<file path="config.mk">
export PLATFORM = sky130hd
export DESIGN_NAME = bois_datapath
export DESIGN_NICKNAME = d
export VERILOG_FILES = /design/src/hw/bois_pkg.sv /design/src/hw/bois_datapath.sv /design/src/hw/bois_alu.sv
export VERILOG_INCLUDE_DIRS = /design/src /design/src/hw
export SDC_FILE = /design/constraint.sdc
export NUM_CORES = 1
export LEC_CHECK = 0
export BUFFER_PORTS_ARGS = -buffer_cell sky130_fd_sc_hd__buf_2
export CAP_MARGIN = 20
export CORE_ASPECT_RATIO = 0.75
export CORE_MARGIN = 2
export CORE_UTILIZATION = 51
export CTS_CLUSTER_SIZE = 16
export DETAILED_ROUTE_END_ITERATION = 7
export GPL_ROUTABILITY_DRIVEN = 0
export PLACE_DENSITY = 0.8
export REMOVE_ABC_BUFFERS = 1
export SETUP_SLACK_MARGIN = 0.1
export SLEW_MARGIN = 20
export SYNTH_ARGS = -nofsm -noshare
export SYNTH_HDL_FRONTEND = slang
export SYNTH_SLANG_ARGS = --single-unit
export TNS_END_PERCENT = 20
</file>
<file path="constraint.sdc">
create_clock -name clk -period 2.1 [get_ports clk]
set_clock_uncertainty 0.1 [all_clocks]
set_input_delay 0.21 -clock clk [delete_from_list [all_inputs] [get_ports clk]]
set_output_delay 0.21 -clock clk [all_outputs]
set_load 0.01 [all_outputs]
</file>
<file path="src/hw/bois_defines.svh">
`ifndef BOIS_DEFINES_SVH
`define BOIS_DEFINES_SVH

// Datapath widths
`define BOIS_DATA_W 8
`define BOIS_DATA_MSB 7
`define BOIS_LIT_W 11
`define BOIS_LIT_MSB 10
`define BOIS_PC_W 15
`define BOIS_PAGE_W 7

// Page latch field that feeds the upper program counter bits
`define BOIS_PAGE_HI 6
`define BOIS_PAGE_LO 3

// Reset values and step constants
`define BOIS_PC_RESET 15'h0000
`define BOIS_PC_STEP 15'h0001
`define BOIS_ACC_RESET 8'h00
`define BOIS_DATA_ZERO 8'h00
`define BOIS_INC_STEP 8'h01

`endif

</file>
<file path="src/hw/bois_pkg.sv">
`include "bois_defines.svh"

package bois_pkg;

   // Operations this datapath executes
   typedef enum logic [2:0] {
      BOIS_OP_IDLE,
      BOIS_OP_JUMP_IMMEDIATE,
      BOIS_OP_OR_LITERAL_INTO_ACC,
      BOIS_OP_INCREMENT_FILE_REG,
      BOIS_OP_OR_ACC_WITH_FILE_REG,
      BOIS_OP_SHIFT_LEFT_LOGICAL,
      BOIS_OP_SHIFT_RIGHT_LOGICAL
   } bois_op_type;

   // One decoded instruction with its operands
   typedef struct packed {
      bois_op_type op;
      logic [`BOIS_LIT_W-1:0] literal;
      logic dest_file;
      logic [`BOIS_DATA_W-1:0] file_data;
      logic [`BOIS_PAGE_W-1:0] pc_page_latch;
   } bois_req_type;

   // Arithmetic unit answer
   typedef struct packed {
      logic [`BOIS_DATA_W-1:0] value;
      logic carry;
      logic carry_upd;
      logic zero_upd;
      logic acc_upd;
      logic file_upd;
   } bois_alu_out_type;

   typedef enum logic {
      BOIS_PH_READY,
      BOIS_PH_REFETCH
   } bois_phase_type;

   // All state of the datapath
   typedef struct packed {
      bois_phase_type phase;
      logic [`BOIS_PC_W-1:0] pc;
      logic [`BOIS_DATA_W-1:0] acc;
      logic zero;
      logic carry;
      logic file_we;
      logic [`BOIS_DATA_W-1:0] file_wdata;
      logic retire;
      logic fetch_flush;
   } bois_state_type;

endpackage

</file>
<file path="src/hw/bois_datapath.sv">
// Functional notes
// - Jump loads 11-bit immediate, flags untouched
// - Jump fills PC<14:11> from page latch<6:3>
// - Jump takes two instruction cycles
// - OR literal into accumulator, update zero
// - Increment file register, route by destination
// - OR accumulator with file register, route
// - Left shift: bit7 to carry, zero in
// - Right shift: bit0 to carry, zero in
`timescale 1ns/10ps
`include "bois_defines.svh"

module bois_datapath
   import bois_pkg::*;
(
   input wire logic clk,
   input wire logic rst_b,
   input wire logic exec_valid,
   input wire bois_req_type exec_req,
   output logic exec_ready,
   output logic [`BOIS_PC_W-1:0] pc_value,
   output logic [`BOIS_DATA_W-1:0] acc_value,
   output logic zero_flag,
   output logic carry_flag,
   output logic file_we,
   output logic [`BOIS_DATA_W-1:0] file_wdata,
   output logic retire,
   output logic fetch_flush
);

   bois_state_type state_reg;
   bois_state_type state_next;
   bois_alu_out_type alu_res;
   logic take;
   logic [`BOIS_PC_W-1:0] jump_target;
   logic result_is_zero;

   // Data result for the instruction being taken
   bois_alu u_alu (
      .req(exec_req),
      .acc(state_reg.acc),
      .res(alu_res)
   );

   // Request is taken only in the ready phase
   assign exec_ready = (state_reg.phase == BOIS_PH_READY);
   assign take = exec_valid & exec_ready;

   // Upper page bits joined with the immediate
   assign jump_target = {
      exec_req.pc_page_latch[`BOIS_PAGE_HI:`BOIS_PAGE_LO],
      exec_req.literal[`BOIS_LIT_MSB:0]
   };

   // Zero detect on the full 8-bit result
   assign result_is_zero = (alu_res.value == `BOIS_DATA_ZERO);

   // Next-state logic for the whole datapath
   always_comb begin
      state_next = state_reg;
      // Strobes last one cycle only
      state_next.file_we = 1'b0;
      state_next.retire = 1'b0;
      state_next.fetch_flush = 1'b0;
      case (state_reg.phase)
         BOIS_PH_READY: begin
            if (take) begin
               if (exec_req.op == BOIS_OP_JUMP_IMMEDIATE) begin
                  // Flags stay as they are on a jump
                  state_next.pc = jump_target;
                  state_next.fetch_flush = 1'b1;
                  state_next.phase = BOIS_PH_REFETCH;
               end else if (exec_req.op != BOIS_OP_IDLE) begin
                  state_next.pc = state_reg.pc + `BOIS_PC_STEP;
                  state_next.retire = 1'b1;
                  if (alu_res.acc_upd) begin
                     state_next.acc = alu_res.value;
                  end
                  if (alu_res.file_upd) begin
                     state_next.file_we = 1'b1;
                     state_next.file_wdata = alu_res.value;
                  end
                  if (alu_res.zero_upd) begin
                     state_next.zero = result_is_zero;
                  end
                  if (alu_res.carry_upd) begin
                     state_next.carry = alu_res.carry;
                  end
               end
            end
         end
         BOIS_PH_REFETCH: begin
            // Second jump cycle: the old fetch is discarded here
            state_next.phase = BOIS_PH_READY;
            state_next.retire = 1'b1;
         end
         default: begin
            state_next.phase = BOIS_PH_READY;
         end
      endcase
   end

   // State register
   always_ff @(posedge clk or negedge rst_b) begin
      if (!rst_b) begin
         state_reg.phase <= BOIS_PH_READY;
         state_reg.pc <= `BOIS_PC_RESET;
         state_reg.acc <= `BOIS_ACC_RESET;
         state_reg.zero <= 1'b0;
         state_reg.carry <= 1'b0;
         state_reg.file_we <= 1'b0;
         state_reg.file_wdata <= `BOIS_DATA_ZERO;
         state_reg.retire <= 1'b0;
         state_reg.fetch_flush <= 1'b0;
      end else begin
         state_reg <= state_next;
      end
   end

   // Outputs straight from the state flops
   assign pc_value = state_reg.pc;
   assign acc_value = state_reg.acc;
   assign zero_flag = state_reg.zero;
   assign carry_flag = state_reg.carry;
   assign file_we = state_reg.file_we;
   assign file_wdata = state_reg.file_wdata;
   assign retire = state_reg.retire;
   assign fetch_flush = state_reg.fetch_flush;

endmodule // bois_datapath

</file>
<file path="src/hw/bois_alu.sv">
`timescale 1ns/10ps
`include "bois_defines.svh"

module bois_alu
   import bois_pkg::*;
(
   input wire bois_req_type req,
   input wire logic [`BOIS_DATA_W-1:0] acc,
   output bois_alu_out_type res
);

   // Pure combinational result, routing and flag selection
   always_comb begin
      res = '0;
      case (req.op)
         BOIS_OP_OR_LITERAL_INTO_ACC: begin
            res.value = acc | req.literal[`BOIS_DATA_MSB:0];
            res.zero_upd = 1'b1;
            res.acc_upd = 1'b1;
         end
         BOIS_OP_INCREMENT_FILE_REG: begin
            // Wraps at the top; no carry out on increment
            res.value = req.file_data + `BOIS_INC_STEP;
            res.zero_upd = 1'b1;
            res.acc_upd = ~req.dest_file;
            res.file_upd = req.dest_file;
         end
         BOIS_OP_OR_ACC_WITH_FILE_REG: begin
            res.value = acc | req.file_data;
            res.zero_upd = 1'b1;
            res.acc_upd = ~req.dest_file;
            res.file_upd = req.dest_file;
         end
         BOIS_OP_SHIFT_LEFT_LOGICAL: begin
            res.value = {req.file_data[`BOIS_DATA_MSB-1:0], 1'b0};
            res.carry = req.file_data[`BOIS_DATA_MSB];
            res.carry_upd = 1'b1;
            res.zero_upd = 1'b1;
            res.acc_upd = ~req.dest_file;
            res.file_upd = req.dest_file;
         end
         BOIS_OP_SHIFT_RIGHT_LOGICAL: begin
            res.value = {1'b0, req.file_data[`BOIS_DATA_MSB:1]};
            res.carry = req.file_data[0];
            res.carry_upd = 1'b1;
            res.zero_upd = 1'b1;
            res.acc_upd = ~req.dest_file;
            res.file_upd = req.dest_file;
         end
         default: begin
            // Jump and idle produce no data result
            res = '0;
         end
      endcase
   end

endmodule // bois_alu

</file>
### Yosys cells after proc, flatten, opt, wreduce, memory -nomap -nowiden

Cells that the tools add are included.

* input port bits: 33
* output and inout port bits: 37
* logic and storage cells: 49
* bits in registers: 37

* add/sub/neg operators: 2
* muxes and demuxes: 17
* bitwise operators: 6
* equal/unequal tests: 6
* reduce and logical (&&, ||, !) cells: 9

Operator list (number)
* 8-bit one-hot mux with 5 select lines: 1
* 37-bit 2-to-1 mux: 1
* 35-bit 2-to-1 mux: 1
* 20-bit 2-to-1 mux: 1
* 5-bit AND reduction: 4
* 9-bit 2-to-1 mux: 2
* 8-bit bitwise OR: 2
* 15-bit by 1-bit adder with 15-bit output (second input constant): 1
* 15-bit 2-to-1 mux: 1
* 3-bit == test (second input constant): 3
* 8-bit by 1-bit adder with 8-bit output (second input constant): 1
* 8-bit zero test: 1
* 8-bit 2-to-1 mux: 1
* 2-bit one-hot mux with 2 select lines: 2
* 3-bit by 2-bit == test with 1-bit output (second input constant): 2
* 1-bit 2-to-1 mux: 5
* 1-bit one-hot mux with 2 select lines: 2
* 4-bit OR reduction: 1
* 3-bit by 1-bit == test with 1-bit output (second input constant): 1
* 1-bit NOT: 3
* 3-bit AND reduction: 1
* 3-bit nonzero test: 1
* 2-bit nonzero test: 1
* 1-bit AND: 1

### Logic depth before layout (Yosys ltp)

* word-level depth: 8
* mapped depth: 8

### Modules after synthesis

Synthesis repeated with hierarchy kept, for this count alone.

* cell total of the unflattened synthesis: 256
* area total of the unflattened synthesis: 2408.6 µm²

Modules (own cells, without submodules)
* bois_datapath: area an instance 1853.0 µm², times used 1, cells each 172
* bois_alu: area an instance 555.5 µm², times used 1, cells each 84

### Worst setup path before layout

Ideal clock, no wire load.

* path type: register to register
* start point: register state_reg, in the netlist pc_value[0]
* end point: register state_reg, in the netlist pc_value[12]
* data arrival time: 1.730 ns
* cell stages (with the launch flop): 7
* path slack: 0.149 ns
* period minus slack after synthesis: 1.951 ns
* cell sequence: dfrtp_1 > ha_1 > nand4_1 > or2_2 > nor3_1 > o21ai_0 > a22o_1

* word-level cells in the longest chain between the ends: 3

RTL lines
* start, declared: RTL line bois_datapath.sv:31 `bois_state_type state_reg;`
* start signal, assigned: RTL line bois_datapath.sv:116 `state_reg <= state_next;`
* 15-bit by 1-bit adder with 15-bit output (no line)
* 35-bit 2-to-1 mux: RTL line bois_datapath.sv:73 `end else if (exec_req.op != BOIS_OP_IDLE) begin`
* 15-bit 2-to-1 mux: RTL line bois_datapath.sv:68 `if (exec_req.op == BOIS_OP_JUMP_IMMEDIATE) begin`

Every way passes these cells. The select of a mux whose other input is x is not followed.
A chain may end at the register's enable or synchronous reset.

### Worst setup path in the final report

* start point: register state_reg, in the netlist pc_value[3]
* end point: register state_reg, in the netlist pc_value[13]

Same word-level chain as after synthesis.

==> flow_summary.json <==
{
  "run_status": "finished, final reports clean",
  "number_of_placed_i_o_pins": 70,
  "period_needed_ps": 1910,
  "setup.worst_path.start_class": "flop",
  "placement_rows": 20,
  "layout_commonest_cell": "buf_2",
  "proportion_of_layout_cells_with_a_drive_suffix_above_1_pct": 28.8,
  "max_cap_violations": 0,
  "drt_iter0_markers": 349,
  "end_kind": "flop",
  "via_count": 2432,
  "share_of_async_settable_or_async_resettable_flops_after_synthesis_pct": 100,
  "drc": 0,
  "number_of_routed_nets_with_antenna_violations": 0,
  "cts_root_buffer": "clkbuf_8",
  "ys_ff_latch": 36,
  "vdd_ir_drop_max_v": 0.000541,
  "initial_core_util_pct": 54.3,
  "timing.final.hold_violations": 0,
  "report.power.total_mw": 2.49,
  "post_layout_nets": 388,
  "dpl_worst_slack_ps": 88.0,
  "layout.filler_cells": 361,
  "critPathKind": "flop to flop",
  "floorplan.die.height_microns": 61.4,
  "first_pass_grt_wire_length_microns": 10300,
  "yosys_warnings": 0,
  "worst_hold_slack_after_final_layout_ps": 53.3,
  "tightestPinTransition_ps": 800,
  "setup-tns-final_ps": 0,
  "postSynth.topFlopCell": "dfrtp_1",
  "synth.yosys.seq_area_share_pct": 40.2,
  "yosysUniqueCellTypes": 49,
  "first_pass_iters": 5,
  "worst_path_dominant_cell_family": "simple AND/OR/NAND/NOR gates",
  "setup_slack_reg_to_reg_ps": 190,
  "maximum_number_of_pins_on_one_net_before_global_route_repair": 37,
  "worstHoldPathType": "input pin to flop",
  "post-route-period-util_pct": 91.2,
  "first_global_vias": 2114,
  "placedInstanceArea_sq_um": 2690,
  "post_synth_inst_count": 277,
  "initial_antenna_violation_count": 0,
  "final.setup.worst_slack_ps": 185,
  "htree_num_levels": 2,
  "clock_latency_on_the_worst_skew_pair_ps": 280,
  "cts.path.max_buffers": 2,
  "wl_microns": 6460,
  "fp.coreArea_sq_um": 4130,
  "cp_cell_sequence": "nand4_1 -> or3_4 -> or3_4 -> o21ai_1 -> a21oi_1 -> a21oi_1",
  "areaGrowthSynthToFinish_pct": 24.5,
  "max_slew_margin_pct": 46.7,
  "most-common-layout-cells": "buf_2 (66), nand2_1 (42), o21ai_0 (36), dfrtp_1 (36), a21oi_1 (23)",
  "p_leak_nw": 1.29,
  "post_placement_cell_count": 399,
  "insertedDiodeCount": 0,
  "numCtsBuffers": 5,
  "clock_tree_from_tritoncts": "done",
  "rsz0062_at_grt": "no",
  "synth_area_sq_um": 2240,
  "clkSlewWorstSetupHoldPaths_ps": 70,
  "synth-edff-count": 0,
  "cp_slowest_cell": "dfrtp_1",
  "worstPathRequired_ps": 2200,
  "power_per_cell_area_nw_per_um2": 892,
  "crit_buf_inv": 0,
  "cp.arrival_ps": 2010,
  "avgSynthCellArea_sq_um": 8.10,
  "clock-sinks": 36,
  "max_freq_ghz": 0.522,
  "worst-path-max-fanout": 5,
  "dieWidth_microns": 80.6,
  "timing_max_transition_violations_final": 0,
  "port_buffers": 66,
  "postLayoutCellArea_sq_um": 2790,
  "die_area_sq_um": 4950,
  "detail_route.vias_per_cell": 5.99,
  "globalRouteTotalUtil_pct": 27.7,
  "timing.critical_path.slowest_cell_delay_ps": 430,
  "gr-total-overflow": 0,
  "finalCoreUtilization_pct": 67.6,
  "route.detailed.wl_per_inst_microns": 15.9,
  "layoutNonFillerInstCount": 406,
  "finalSetupViolations": 0,
  "dp_hpwl_microns": 4710
}
## synthesized netlist by cell type, drive strengths merged (3+ instances only)
cell type  count  share of area [%]
nand2         42                7.0
nand4          4                1.1
a21oi         24                5.5
nor2          14                2.5
o32ai          6                2.3
xor2           4                1.6
nor3           5                1.1
clkbuf         5               0.84
a211oi         4                1.3
o21ai         37                8.3
dfrtp         36                 40
or3            7                2.4
o22ai          6                1.7
buf           11                2.6
nand3         19                4.2
nor2b          4                1.1
inv            8                1.3
or2            3               0.84
o31ai          3                1.0
## state kept, by name (all words and copies together) (netlist names)
name,count
pc_value,15
acc_value,8
file_wdata,8
carry_flag,1
fetch_flush,1
file_we,1
retire,1
zero_flag,1
## final timing paths
| kind | startpoint | to | depth (start not counted) |
|---|---|---|---|
| max in group asynchronous | rst_b | file_wdata[4] | 2 |
| min in group asynchronous | rst_b | pc_value[14] | 2 |
| hold reg to reg | file_wdata[4] | file_wdata[4] | 2 |
| setup / recovery | pc_value[3] | pc_value[13] | 6 |
| setup reg to reg | pc_value[3] | pc_value[13] | 6 |
| hold / removal | exec_valid | retire | 3 |
## area by class of cell
cell class | instances | area (sq um) | area share [%]
multi-input combinational | 216 | 1240 | 44.6
sequential | 36 | 901 | 32.3
timing repair buffer | 85 | 475 | 17.0
clock buffer | 5 | 68.8 | 2.46
tap | 55 | 68.8 | 2.46
inverter | 9 | 33.8 | 1.21
## routing by layer
| layer | GRT usage (%) | wire length, microns |
|---|---|---|
| met1 | 41.5 | 3010 |
| met2 | 41.5 | 2790 |
| met3 | 6.16 | 622 |
| met4 | 6.30 | 36 |
| met5 | 0 | 0 |
## timing repair
item	CTS	global route
gates cloned	0	0
endpoints found under the setup margin	2	2
buffers inserted	0	1
hold buffers	1	0
hold endpoints to repair	36	0
resized for setup	1	2
## cell families (layout without fill, tap and decap cells)
group	after synthesis	in the layout	share of synthesized area, %
compound gates	102	102	28.6
xor+xnor	6	6	2.34
fa+ha+maj	2	2	1.12
buf+inv	25	99	4.96
flops	36	36	40.2
simple gates	106	106	22.9
## power breakdown
part	switching, mW	internal (mW)
registers	0.177	0.879
logic	0.562	0.436
clock network	0.222	0.214
total	0.961	1.53
## worst register-to-register path, delay by kind of cell, from the launching register on
family          cells  cell delay (ps)
compound gates      3              380
flops               1              430
simple gates        3              930
(Power assumes the default switching activity.)
